===== config.mk =====
export PLATFORM = sky130hd
export DESIGN_NAME = acq_power_and_leadoff_ctrl
export DESIGN_NICKNAME = d
export VERILOG_FILES = /design/src/pkg/acq_pkg.sv /design/src/rtl/acq_power_and_leadoff_ctrl.sv /design/src/rtl/leadoff_combiner.sv /design/src/rtl/sample_divider.sv
export SDC_FILE = /design/constraint.sdc
export NUM_CORES = 1
export LEC_CHECK = 0
export BUFFER_PORTS_ARGS = -buffer_cell sky130_fd_sc_hd__clkbuf_2
export CORE_ASPECT_RATIO = 0.7
export CORE_MARGIN = 2
export CORE_UTILIZATION = 46
export CTS_CLUSTER_SIZE = 20
export DETAILED_ROUTE_END_ITERATION = 16
export MAX_ROUTING_LAYER = met4
export PLACE_DENSITY = 0.79
export SYNTH_ARGS = -nofsm -noshare
export SYNTH_HDL_FRONTEND = slang
export SYNTH_SLANG_ARGS = --single-unit

===== constraint.sdc =====
create_clock -name hclk -period 2.3 [get_ports hclk]
set_clock_uncertainty 0.1 [all_clocks]
set_input_delay 0.46 -clock hclk [delete_from_list [all_inputs] [get_ports hclk]]
set_output_delay 0.46 -clock hclk [all_outputs]
set_load 0.01 [all_outputs]

===== src/pkg/acq_pkg.sv =====
// Shared constants and carrier types for the acquisition and lead-off control bank
package acq_pkg;

  // Register indices; byte address is four times the index
  localparam logic [7:0] ACQ_CTRL_IDX = 8'h01;
  localparam logic [7:0] LEADOFF_CTRL_IDX = 8'h02;
  localparam logic [9:0] ACQ_CTRL_ADDR = {ACQ_CTRL_IDX, 2'b00};
  localparam logic [9:0] LEADOFF_CTRL_ADDR = {LEADOFF_CTRL_IDX, 2'b00};
  localparam int ADDR_DECODE_W = 10;

  // Acquisition control field positions
  localparam int SOFT_RESET_POS = 0;
  localparam int POWER_ON_POS = 1;
  localparam int CONVERSION_ON_POS = 2;
  localparam int RATE_SELECT_POS = 3;

  // Lead-off control field positions
  localparam int GLOBAL_AC_POS = 1;
  localparam int AC_ENABLE_LSB = 13;
  localparam int PHASE_LSB = 18;
  localparam int NUM_AC_ELECTRODES = 5;
  localparam int NUM_PHASE_ELECTRODES = 6;

  // Values after reset
  localparam logic [23:0] ACQ_CTRL_RESET = 24'h000000;
  localparam logic [23:0] LEADOFF_CTRL_RESET = 24'h000000;

  // Sampling rates and the cycle counts derived from the 40 MHz clock
  localparam int CLK_HZ = 40_000_000;
  localparam int LOW_RATE_SPS = 1_000_000;
  localparam int HIGH_RATE_SPS = 2_000_000;
  localparam logic [5:0] LOW_RATE_DIV = 6'(CLK_HZ / LOW_RATE_SPS);
  localparam logic [5:0] HIGH_RATE_DIV = 6'(CLK_HZ / HIGH_RATE_SPS);

  // AHB transfer encodings
  localparam logic [1:0] HTRANS_NONSEQ = 2'h2;
  localparam logic [1:0] HTRANS_SEQ = 2'h3;

  // Acquisition control contents
  typedef struct packed {
    logic rate_select;
    logic conversion_on;
    logic power_on;
  } acq_ctrl_t;

  // Lead-off control contents (phase: left arm at msb down to common electrode)
  typedef struct packed {
    logic [NUM_PHASE_ELECTRODES-1:0] phase;
    logic [NUM_AC_ELECTRODES-1:0] ac_enable;
    logic global_ac_select;
  } leadoff_ctrl_t;

  // Pending bus write captured in the address phase
  typedef struct packed {
    logic valid;
    logic [ADDR_DECODE_W-1:0] addr;
  } bus_wr_t;

endpackage


===== src/rtl/acq_power_and_leadoff_ctrl.sv =====
// Acquisition and lead-off control register bank with AHB-Lite slave
//
// Behaviour
// - rate bit picks 1 or 2 MSPS
// - conversion bit runs converter and filters while power bit is set
// - power bit off powers analog and oscillator down
// - registers keep values while powered down
// - writing one to reset restores all registers
// - reset bit clears itself
// - lead-off register at index two, resets zero
// - bits 23..18 set per-electrode excitation phase
// - bits 17..13 ORed with global select
// - global select enables all but common electrode
// - rate bit sits at bit three
module acq_power_and_leadoff_ctrl (
  input wire logic hclk, // System clock, 40 MHz
  input wire logic hresetn, // Async reset, active low
  input wire logic hsel, // Slave select
  input wire logic [31:0] haddr, // Byte address
  input wire logic [1:0] htrans, // Transfer type
  input wire logic hwrite, // Write when high
  input wire logic [2:0] hsize, // Transfer size
  input wire logic [31:0] hwdata, // Write data
  input wire logic hready, // Bus ready in
  output logic hreadyout, // Always ready
  output logic hresp, // Always OKAY
  output logic [31:0] hrdata, // Read data, registered
  output logic analog_power_on, // Analog blocks powered
  output logic osc_enable, // Crystal oscillator enable
  output logic high_rate, // Fast sampling selected
  output logic filter_enable, // Digital filters running
  output logic sample_tick, // One-cycle conversion strobe
  output logic [acq_pkg::NUM_AC_ELECTRODES-1:0] ac_leadoff_on, // Effective ac enables
  output logic [acq_pkg::NUM_PHASE_ELECTRODES-1:0] ac_leadoff_phase // Excitation phases
);

  acq_pkg::acq_ctrl_t acq_ff;
  acq_pkg::leadoff_ctrl_t loff_ff;
  acq_pkg::bus_wr_t wr_ff;
  logic soft_reset_bit_ff;
  logic addr_phase;
  logic wr_acq;
  logic wr_loff;
  logic soft_req;
  logic conv_active;
  logic [23:0] acq_word;
  logic [23:0] loff_word;
  logic [31:0] nxt_hrdata;
  logic [acq_pkg::ADDR_DECODE_W-1:0] dec_addr;

  // Zero wait states, never an error
  assign hreadyout = 1'b1;
  assign hresp = 1'b0;

  // An accepted address phase; only whole-word singles are expected
  assign addr_phase = hsel && hready && (htrans == acq_pkg::HTRANS_NONSEQ ||
                      htrans == acq_pkg::HTRANS_SEQ);
  assign dec_addr = haddr[acq_pkg::ADDR_DECODE_W-1:0];

  // Capture write address so the data phase knows its target
  always_ff @(posedge hclk or negedge hresetn)
  begin
    if (!hresetn)
      wr_ff <= '0;
    else if (hready)
    begin
      wr_ff.valid <= addr_phase && hwrite && hsize == 3'h2;
      wr_ff.addr <= dec_addr;
    end
  end

  // Data-phase decode; unmapped addresses simply do nothing
  assign wr_acq = wr_ff.valid && wr_ff.addr == acq_pkg::ACQ_CTRL_ADDR;
  assign wr_loff = wr_ff.valid && wr_ff.addr == acq_pkg::LEADOFF_CTRL_ADDR;
  assign soft_req = wr_acq && hwdata[acq_pkg::SOFT_RESET_POS];

  // Acquisition control; no clock gating on power-down so the contents stay put
  always_ff @(posedge hclk or negedge hresetn)
  begin
    if (!hresetn)
      acq_ff <= '0;
    else if (soft_req)
      acq_ff <= '0;
    else if (wr_acq)
    begin
      acq_ff.rate_select <= hwdata[acq_pkg::RATE_SELECT_POS];
      acq_ff.conversion_on <= hwdata[acq_pkg::CONVERSION_ON_POS];
      acq_ff.power_on <= hwdata[acq_pkg::POWER_ON_POS];
    end
  end

  // Lead-off control; a soft reset outranks a write in the same cycle
  always_ff @(posedge hclk or negedge hresetn)
  begin
    if (!hresetn)
      loff_ff <= '0;
    else if (soft_req)
      loff_ff <= '0;
    else if (wr_loff)
    begin
      loff_ff.phase <= hwdata[23:acq_pkg::PHASE_LSB];
      loff_ff.ac_enable <= hwdata[17:acq_pkg::AC_ENABLE_LSB];
      loff_ff.global_ac_select <= hwdata[acq_pkg::GLOBAL_AC_POS];
    end
  end

  // Reset bit reads one until the next accepted transfer finishes the reset;
  // a new reset request wins over that completion in the same cycle
  always_ff @(posedge hclk or negedge hresetn)
  begin
    if (!hresetn)
      soft_reset_bit_ff <= 1'b0;
    else if (soft_req)
      soft_reset_bit_ff <= 1'b1;
    else if (addr_phase)
      soft_reset_bit_ff <= 1'b0;
  end

  // Register images as software sees them; unused bits read zero
  always_comb
  begin
    acq_word = acq_pkg::ACQ_CTRL_RESET;
    acq_word[acq_pkg::RATE_SELECT_POS] = acq_ff.rate_select;
    acq_word[acq_pkg::CONVERSION_ON_POS] = acq_ff.conversion_on;
    acq_word[acq_pkg::POWER_ON_POS] = acq_ff.power_on;
    acq_word[acq_pkg::SOFT_RESET_POS] = soft_reset_bit_ff;
    loff_word = acq_pkg::LEADOFF_CTRL_RESET;
    loff_word[23:acq_pkg::PHASE_LSB] = loff_ff.phase;
    loff_word[17:acq_pkg::AC_ENABLE_LSB] = loff_ff.ac_enable;
    loff_word[acq_pkg::GLOBAL_AC_POS] = loff_ff.global_ac_select;
  end

  // Read mux in the address phase, so data stands in the following data phase
  always_comb
  begin
    nxt_hrdata = 32'h00000000;
    if (addr_phase && !hwrite)
    begin
      case (dec_addr)
        acq_pkg::ACQ_CTRL_ADDR: nxt_hrdata = {8'h00, acq_word};
        acq_pkg::LEADOFF_CTRL_ADDR: nxt_hrdata = {8'h00, loff_word};
        default: nxt_hrdata = 32'h00000000;
      endcase
    end
  end

  // Read data register
  always_ff @(posedge hclk or negedge hresetn)
  begin
    if (!hresetn)
      hrdata <= 32'h00000000;
    else if (hready)
      hrdata <= nxt_hrdata;
  end

  // Conversions need both power and conversion enable
  assign conv_active = acq_ff.power_on && acq_ff.conversion_on;

  // Power and rate drive flops, so outputs change one cycle after the register
  always_ff @(posedge hclk or negedge hresetn)
  begin
    if (!hresetn)
    begin
      analog_power_on <= 1'b0;
      osc_enable <= 1'b0;
      high_rate <= 1'b0;
      filter_enable <= 1'b0;
    end
    else
    begin
      analog_power_on <= acq_ff.power_on;
      osc_enable <= acq_ff.power_on;
      high_rate <= acq_ff.rate_select;
      filter_enable <= conv_active;
    end
  end

  // Sampling strobe at the chosen rate
  sample_divider u_div (
    .hclk(hclk),
    .hresetn(hresetn),
    .run(conv_active),
    .rate_select(acq_ff.rate_select),
    .tick(sample_tick)
  );

  // Per-electrode lead-off drive
  leadoff_combiner u_loff (
    .hclk(hclk),
    .hresetn(hresetn),
    .ctrl(loff_ff),
    .ac_active(ac_leadoff_on),
    .phase_out(ac_leadoff_phase)
  );

  // Helper: cycles since the last strobe, restarted whenever the rate or run changes
  logic [6:0] gap_ff;
  logic seen_ff;
  logic rate_d_ff;
  always_ff @(posedge hclk or negedge hresetn)
  begin
    if (!hresetn)
    begin
      gap_ff <= 7'h00;
      seen_ff <= 1'b0;
      rate_d_ff <= 1'b0;
    end
    else
    begin
      rate_d_ff <= acq_ff.rate_select;
      if (!conv_active || rate_d_ff != acq_ff.rate_select)
      begin
        gap_ff <= 7'h00;
        seen_ff <= 1'b0;
      end
      else if (sample_tick)
      begin
        gap_ff <= 7'h01;
        seen_ff <= 1'b1;
      end
      else if (gap_ff != 7'h7f)
        gap_ff <= gap_ff + 7'h01;
    end
  end

  // Strobe spacing matches the rate the divider used when it launched the strobe
  a_tick_rate_spacing: assert property (@(posedge hclk) disable iff (!hresetn)
    sample_tick && seen_ff |->
      gap_ff == {1'b0, ($past(acq_ff.rate_select) ? acq_pkg::HIGH_RATE_DIV :
      acq_pkg::LOW_RATE_DIV)})
    else $error("sample strobe spacing wrong for rate");

  // No strobe without power and conversion enable in the cycle before
  a_tick_needs_power: assert property (@(posedge hclk) disable iff (!hresetn)
    sample_tick |-> $past(conv_active))
    else $error("sample strobe while powered down or idle");

  // Filters follow the conversion and power bits one cycle later
  a_filter_follows_enable: assert property (@(posedge hclk) disable iff (!hresetn)
    ##1 filter_enable == $past(acq_ff.conversion_on && acq_ff.power_on))
    else $error("filter enable does not follow conversion bit");

  // Clearing power turns analog and oscillator off next cycle
  a_power_down_outputs: assert property (@(posedge hclk) disable iff (!hresetn)
    !acq_ff.power_on |=> !analog_power_on && !osc_enable)
    else $error("analog or oscillator left on after power down");

  // Without a write, register contents hold through power-down
  a_power_retains_regs: assert property (@(posedge hclk) disable iff (!hresetn)
    !acq_ff.power_on && !wr_ff.valid |=> $stable(loff_ff) && $stable(acq_ff))
    else $error("register changed during power down");

  // A soft reset write returns both registers to zero and raises the bit
  a_soft_reset_clears: assert property (@(posedge hclk) disable iff (!hresetn)
    soft_req |=> acq_ff == '0 && loff_ff == '0 && soft_reset_bit_ff)
    else $error("soft reset did not restore registers");

  // The reset bit drops at the first transfer after its set cycle
  a_soft_self_clear: assert property (@(posedge hclk) disable iff (!hresetn)
    soft_reset_bit_ff && addr_phase && !soft_req |=> !soft_reset_bit_ff)
    else $error("soft reset bit did not clear itself");

  // Writing zero to the reset bit keeps the power bit as written
  a_zero_no_reset: assert property (@(posedge hclk) disable iff (!hresetn)
    wr_acq && !hwdata[acq_pkg::SOFT_RESET_POS] |=>
      acq_ff.power_on == $past(hwdata[acq_pkg::POWER_ON_POS]) && !soft_reset_bit_ff ||
      $past(soft_reset_bit_ff) && !$past(addr_phase))
    else $error("writing zero to reset bit changed behaviour");

  // Global select lights every non-common enable one cycle later
  a_global_enables_all: assert property (@(posedge hclk) disable iff (!hresetn)
    loff_ff.global_ac_select |=> &ac_leadoff_on)
    else $error("global select did not enable all electrodes");

  // Each effective enable is own bit OR global select
  a_ac_enable_or: assert property (@(posedge hclk) disable iff (!hresetn)
    ##1 ac_leadoff_on == ($past(loff_ff.ac_enable) |
      {acq_pkg::NUM_AC_ELECTRODES{$past(loff_ff.global_ac_select)}}))
    else $error("ac enable is not the OR of its sources");

  // Phase outputs track the register bits
  a_phase_drive: assert property (@(posedge hclk) disable iff (!hresetn)
    ##1 ac_leadoff_phase == $past(loff_ff.phase))
    else $error("phase output does not track register");

  // Lead-off register reads back at its address with the fields in place
  a_loff_readback: assert property (@(posedge hclk) disable iff (!hresetn)
    addr_phase && !hwrite && dec_addr == acq_pkg::LEADOFF_CTRL_ADDR |=>
      hrdata == {8'h00, $past(loff_word)})
    else $error("lead-off readback mismatch");

  // Rate output follows the rate bit in bit three
  a_rate_bit_three: assert property (@(posedge hclk) disable iff (!hresetn)
    wr_acq && !soft_req |=> ##1 high_rate == $past(hwdata[acq_pkg::RATE_SELECT_POS], 2))
    else $error("rate output not taken from bit three");

endmodule


===== src/rtl/leadoff_combiner.sv =====
// Per-electrode ac lead-off enable and phase drive, registered
module leadoff_combiner (
  input wire logic hclk, // System clock
  input wire logic hresetn, // Async reset, active low
  input acq_pkg::leadoff_ctrl_t ctrl, // Lead-off control contents
  output logic [acq_pkg::NUM_AC_ELECTRODES-1:0] ac_active, // Effective ac enables
  output logic [acq_pkg::NUM_PHASE_ELECTRODES-1:0] phase_out // Excitation phase
);

  genvar i;

  // Global select reaches only the five limb and chest electrodes, never common
  generate
    for (i = 0; i < acq_pkg::NUM_AC_ELECTRODES; i++)
    begin : g_ac
      always_ff @(posedge hclk or negedge hresetn)
      begin
        if (!hresetn)
          ac_active[i] <= 1'b0;
        else
          ac_active[i] <= ctrl.ac_enable[i] | ctrl.global_ac_select;
      end
    end
  endgenerate

  // Phase bits go straight out, one flop each
  always_ff @(posedge hclk or negedge hresetn)
  begin
    if (!hresetn)
      phase_out <= '0;
    else
      phase_out <= ctrl.phase;
  end

endmodule


===== src/rtl/sample_divider.sv =====
// Conversion strobe divider: one-cycle pulse at the selected sampling rate
module sample_divider (
  input wire logic hclk, // System clock
  input wire logic hresetn, // Async reset, active low
  input wire logic run, // Conversion allowed
  input wire logic rate_select, // 1 selects the fast rate
  output logic tick // One-cycle sample strobe
);

  logic [5:0] count_ff;
  logic rate_ff;
  logic [5:0] div_len;

  // Period in cycles for the current rate
  assign div_len = rate_select ? acq_pkg::HIGH_RATE_DIV : acq_pkg::LOW_RATE_DIV;

  // Restart on stop or rate change so the first period is always whole
  always_ff @(posedge hclk or negedge hresetn)
  begin
    if (!hresetn)
    begin
      count_ff <= 6'h00;
      rate_ff <= 1'b0;
      tick <= 1'b0;
    end
    else
    begin
      rate_ff <= rate_select;
      if (!run || rate_ff != rate_select)
      begin
        count_ff <= 6'h00;
        tick <= 1'b0;
      end
      else if (count_ff == div_len - 6'h01)
      begin
        count_ff <= 6'h00;
        tick <= 1'b1;
      end
      else
      begin
        count_ff <= count_ff + 6'h01;
        tick <= 1'b0;
      end
    end
  end

endmodule


# After elaboration in Yosys (flattened, before gate mapping)
# Index checks and enable logic that the tools add are counted.
[classes]
n_mux = 13
n_addsub = 2
n_bitwise = 5
reduce_logical = 16
n_eq_ne = 9
[op_table]
columns = ["op", "n"]
rows = [
  ["one-hot mux 24 bit (2 select lines)", 1],
  ["two-way mux 12 bit", 2],
  ["two-way mux 24 bit", 1],
  ["equality test 10 x 3 -> 1 bit (second input constant)", 2],
  ["equality test 10 x 4 -> 1 bit (second input constant)", 2],
  ["two-way mux 6 bit", 3],
  ["logical AND 1 bit", 9],
  ["adder 6 x 1 -> 6 bit (second input constant)", 1],
  ["equality test 6 bit", 1],
  ["two-way mux 3 bit", 2],
  ["nonzero test 2 bit", 3],
  ["subtractor 6 x 1 -> 6 bit (second input constant)", 1],
  ["OR 1 bit", 5],
  ["equality test 2 bit (second input constant)", 2],
  ["two-way mux 1 bit", 4],
  ["equality test 3 x 2 -> 1 bit (second input constant)", 1],
  ["logical NOT 1 bit", 2],
  ["logical OR 1 bit", 2],
  ["!= test 1 bit", 1],
]
[totals]
regBits = 80
in_bits = 74
wordCells = 66

# Longest topological paths before layout
[depth]
ltp_word = 5
depth_mapped = 5
mapped_depth_nobuf = 5

# Modules after synthesis
# Synthesis repeated with hierarchy kept, for this count alone.
[unflattened]
hier_cells = 199
hier_area_um2 = 2660.1
[by_module_without_submodules]
columns = ["mod", "seq_area_each_um2", "cells_per_inst", "area_each_um2", "instances"]
rows = [
  ["acq_power_and_leadoff_ctrl", 1126.1, 153, 1988.2, 1],
  ["sample_divider", 200.2, 30, 365.4, 1],
  ["leadoff_combiner", 275.3, 16, 306.5, 1],
]

# Worst setup path before layout
# Ideal clock, no wire load.
[synth_path]
path_type = "register -> register"
startpoint = "register wr_ff[0] (netlist bit)"
endpoint = "register loff_ff[11] (netlist bit)"
slack_ps = 345
n_path_buf = 1
required_time_ps = 2081
t_arrival_ps = 1736
path_stages_with_launch = 6
path_cell_list = "dfrtp_1 or4b_4 nor4_4 buf_8 mux2i_1 nor2_2"
[synth_between]
elab_chain_cells = 4
[synth_rtl]
columns = ["item", "line", "text"]
rows = [
  ["start: declaration", "acq_power_and_leadoff_ctrl.sv:39", "acq_pkg::bus_wr_t wr_ff;"],
  ["equality test 10 x 3 -> 1 bit", "acq_power_and_leadoff_ctrl.sv:73", "assign wr_acq = wr_ff.valid && wr_ff.addr == acq_pkg::ACQ_CTRL_ADDR;"],
  ["logical AND 1 bit", "acq_power_and_leadoff_ctrl.sv:73", ""],
  ["logical AND 1 bit", "acq_power_and_leadoff_ctrl.sv:75", "assign soft_req = wr_acq && hwdata[acq_pkg::SOFT_RESET_POS];"],
  ["two-way mux 12 bit or nonzero test 2 bit (tied branches)", "n/a", ""],
  ["end: declaration", "acq_power_and_leadoff_ctrl.sv:38", "acq_pkg::leadoff_ctrl_t loff_ff;"],
]
# Parallel ways exist; a longest one is shown, timed or not.
# A chain may end at the register's enable or synchronous reset.

# Worst setup path in the final report
[layout_path]
startpoint = "register wr_ff[0] (netlist bit)"
endpoint = "register loff_ff[7] (netlist bit)"
# Same word-level chain as after synthesis.

==> results summary <==
The relative max-transition margin is 61.75%. The post-layout utilization of the core is 58.35%. For this run, design rule violations remaining after detail routing come to 0. Global routing used 17.63% of the available tracks across all layers. The type of the worst setup path is register to register. The remaining global-route overflow came out at 0. The total number of vias came out at 1671. The violation count after the first detailed-routing iteration is 94. The area of the die is 6308 µm².

The number of pins exceeding their max-slew limit in the final report is 0. The routed design could run at a clock period as short as 2.028 ns. The floorplan has 22 rows. The total of cells resized after clock tree synthesis came out at 0. The number of synthesized register bits is 63. The worst reg2reg path depth came out at 5. The area taken by flip-flops and latches came out at 1577 µm².

The via count of the first global-routing pass came out at 1508. The worst vdd rail ir drop is 0.6223 mV. The data required time of the critical path is 2.41 ns.

met2 is the most crowded layer. The arrival time of the worst setup path is 2.14 ns. After synthesis, the netlist uses 34 different library cells. The maximum clock rate came out at 0.4930 GHz. The root buffer cell is clkbuf_8. The first-pass iteration count of the detailed router is 4.

The final layout net count is 349. In this run the critical register-to-register path is launched from wr_ff[0]. The initial core utilization came out at 48.67%. The largest area contributor in the synthesized netlist is dfrtp_1.

After synthesis, the mean cell area works out to 13.06 µm². The count of maximum capacitance violations came out at 0. The die height is 67.05 µm. The gate count of the mapped netlist came out at 200.

The flow ran to the end, and the final reports show no timing, DRC or antenna violations. The count of antenna diodes in the layout came out at 0. Global routing used 21.57% of the available met1 tracks. The number of sinks handled by clock tree synthesis came out at 63. The met3 global-route usage is 7.127%.

Hold repair after CTS inserted 0 buffers. The average wire per cell in the routed design is 13.85 µm. Setup repair after global routing left no endpoint under its margin. In this run the standard cell core region covers 5368 µm².

The maximum number of pins on one net before global-route repair came out at 25. The clock transition at the registers of the reported paths is 0.07 ns. The number of H-tree branching levels is 3.

The part of the Yosys area used for sequential elements is 60.34%. STA classifies the critical path startpoint as a register. The top cell types in the final layout, fill and taps aside, are clkbuf_2 (64), dfrtp_1 (63), conb_1 (19), a22o_1 (14). The reported leakage power is 1.615 nW. Counting flops with an async set or reset pin after synthesis yields a share of 100.0%. Yosys attributes the largest share of cell area to dfrtp_1 (60%), buf_4 (5.7%), a22o_1 (4.7%), mux2i_1 (4.6%), mux2_2 (4.3%). The hold violation total from the final report came out at 0. During I/O placement, the number of pins put on the boundary was 124. The post-route netlist has 41.94% of its cells at a drive strength greater than 1. The area of the multi-input gates came out at 890.9 µm². The quantity of I/O buffers inserted on ports came out at 64. Setup violations remaining at the end of the flow were counted as 0. The setup slack of the most critical reg-to-reg path is 0.27 ns. The number of nets with antenna violations after detailed routing came out at 0.

The count of fill cells added during filler insertion is 461. The first global-routing pass estimated 7693 µm of wire. The met2 routing resource usage after global routing came out at 27.14%.

The ratio of routed vias to standard cells is 4.761. Along the worst path, the maximum fanout reaches 12. The tightest min-delay check is of the primary input to asynchronous set/reset pin type. The count of synthesis-stage warnings from yosys came out at 0.

At the later pin of the worst-skew pair, clock insertion delay measures 0.33 ns. The power density over the cells is 742.5 nW/µm². The slew at the pin closest to its max-slew limit came out at 0.5737 ns.

The worst setup path is captured at a register. The total CTS buffers came out at 9. The number of buffers inserted to repair setup after CTS is 0.

The number of buffers between clock root and the deepest sink came out at 2. The number of flops mapped to enable cells by yosys is 0. The area added between synthesis and finish is 19.88%. The most frequently used flop master after synthesis is dfrtp_1. Once detailed placement completed, the half-perimeter wirelength came to 3622 µm. The most common cell after layout, fill and taps aside is clkbuf_2.

The final layout contains routed wiring with a total length of 4862 µm. The netlist area before placement came out at 2613 µm². The final weighted congestion of routability-driven global placement is 0.8066. TritonCTS built the clock tree. The period utilization came out at 88.19%. The endpoint identified for the worst register-to-register timing path is loff_ff[7]. The initial antenna violation count was 0.

The total negative slack for setup checks is 0 ns. The share of the synthesized area in the top cell type is 60.34%. Measured along the x axis, the die boundary spans 94.08 µm.
-- logic make-up (layout without fill, tap and decap cells) --
group / after synthesis / after routing / share of synthesized area (%)
buf+inv: 32 / 94 / 8.189
mux: 22 / 22 / 8.908
simple gates: 54 / 54 / 13.79
other cells: 2 / 19 / 0.2875
xor+xnor: 5 / 5 / 1.677
fa+ha+maj: 1 / 1 / 0.4789
flops: 63 / 63 / 60.34
compound gates: 21 / 21 / 6.322
-- where the power goes --
group	total, mW	internal [mW]	switching, mW
Clock	0.835	0.442	0.393
Sequential	1.25	1.18	0.0643
Combinational	0.243	0.117	0.127
-- stage by stage --
step                area (µm²)  setup slack [ns]  hold WS [ns]  cells  power (mW)
global placement          2957            0.2972        0.2839    335       1.503
finish                    3132            0.2716       0.01375    351       2.325
CTS                       3132            0.2522       0.02411    351       2.351
floorplan                 2676            0.3447       0.06441    217       1.439
global route              3132            0.1710       0.04243    351       2.459
detailed placement        2957            0.2686        0.2921    335       1.514
-- final cells by class --
cell class	instances	area share, %
timing repair buffer	71	11.91
inverter	7	0.8390
clock buffer	12	4.954
clock inverter	4	0.6392
tap	72	2.877
multi-input combinational	122	28.45
sequential	63	50.34
-- synth_stat cells (2+ instances only) --
master / number
nor4_4: 2
dfrtp_1: 63
nor3b_1: 2
or2_2: 5
mux2_2: 10
conb_1: 2
clkbuf_1: 3
nand4_1: 2
nand3_1: 3
inv_1: 7
nor4bb_1: 3
xor2_1: 2
nand3b_1: 3
xnor2_1: 3
a22o_1: 14
nor2_2: 10
nor2_1: 12
nor2b_1: 2
nand2b_1: 2
buf_4: 20
mux2i_1: 12
nand2_1: 2
o21ai_0: 5
-- worst max-delay path by stage --
stage               slack [ns]      from  depth (start not counted)     endpoint
floorplan                 0.34  wr_ff[0]                          5  loff_ff[11]
global placement          0.30  wr_ff[0]                          5   loff_ff[3]
detailed placement        0.27  wr_ff[0]                          5  loff_ff[11]
CTS                       0.25  wr_ff[0]                          5   loff_ff[7]
global route              0.17  wr_ff[0]                          5   loff_ff[8]
finish                    0.27  wr_ff[0]                          5   loff_ff[7]
-- critical path, stage by stage, from the launching register on --
cell and delay [ns]:
dfrtp_1 0.37, or4b_4 0.58, nor4_4 0.26, buf_4 0.29, mux2i_1 0.26, nor2_2 0.05
-- registers in the layout (all words and copies together) (netlist names) --
signal and count:
osc_enable 1, hrdata 15, wr_ff 11, acq_ff 3, u_loff.phase_out 6, filter_enable 1
loff_ff 12, u_loff.ac_active 5, soft_reset_bit_ff 1, u_div.tick 1, u_div.rate_ff 1, u_div.count_ff 6
-- metal layers --
layer / up-vias / share of wire (%)
met1: 816 / 46
met5: - / 0
met3: 7 / 5.2
met2: 49 / 48
met4: 0 / 1.1
li1: 799 / -
No activity file was read; power rests on OpenSTA's default activity.
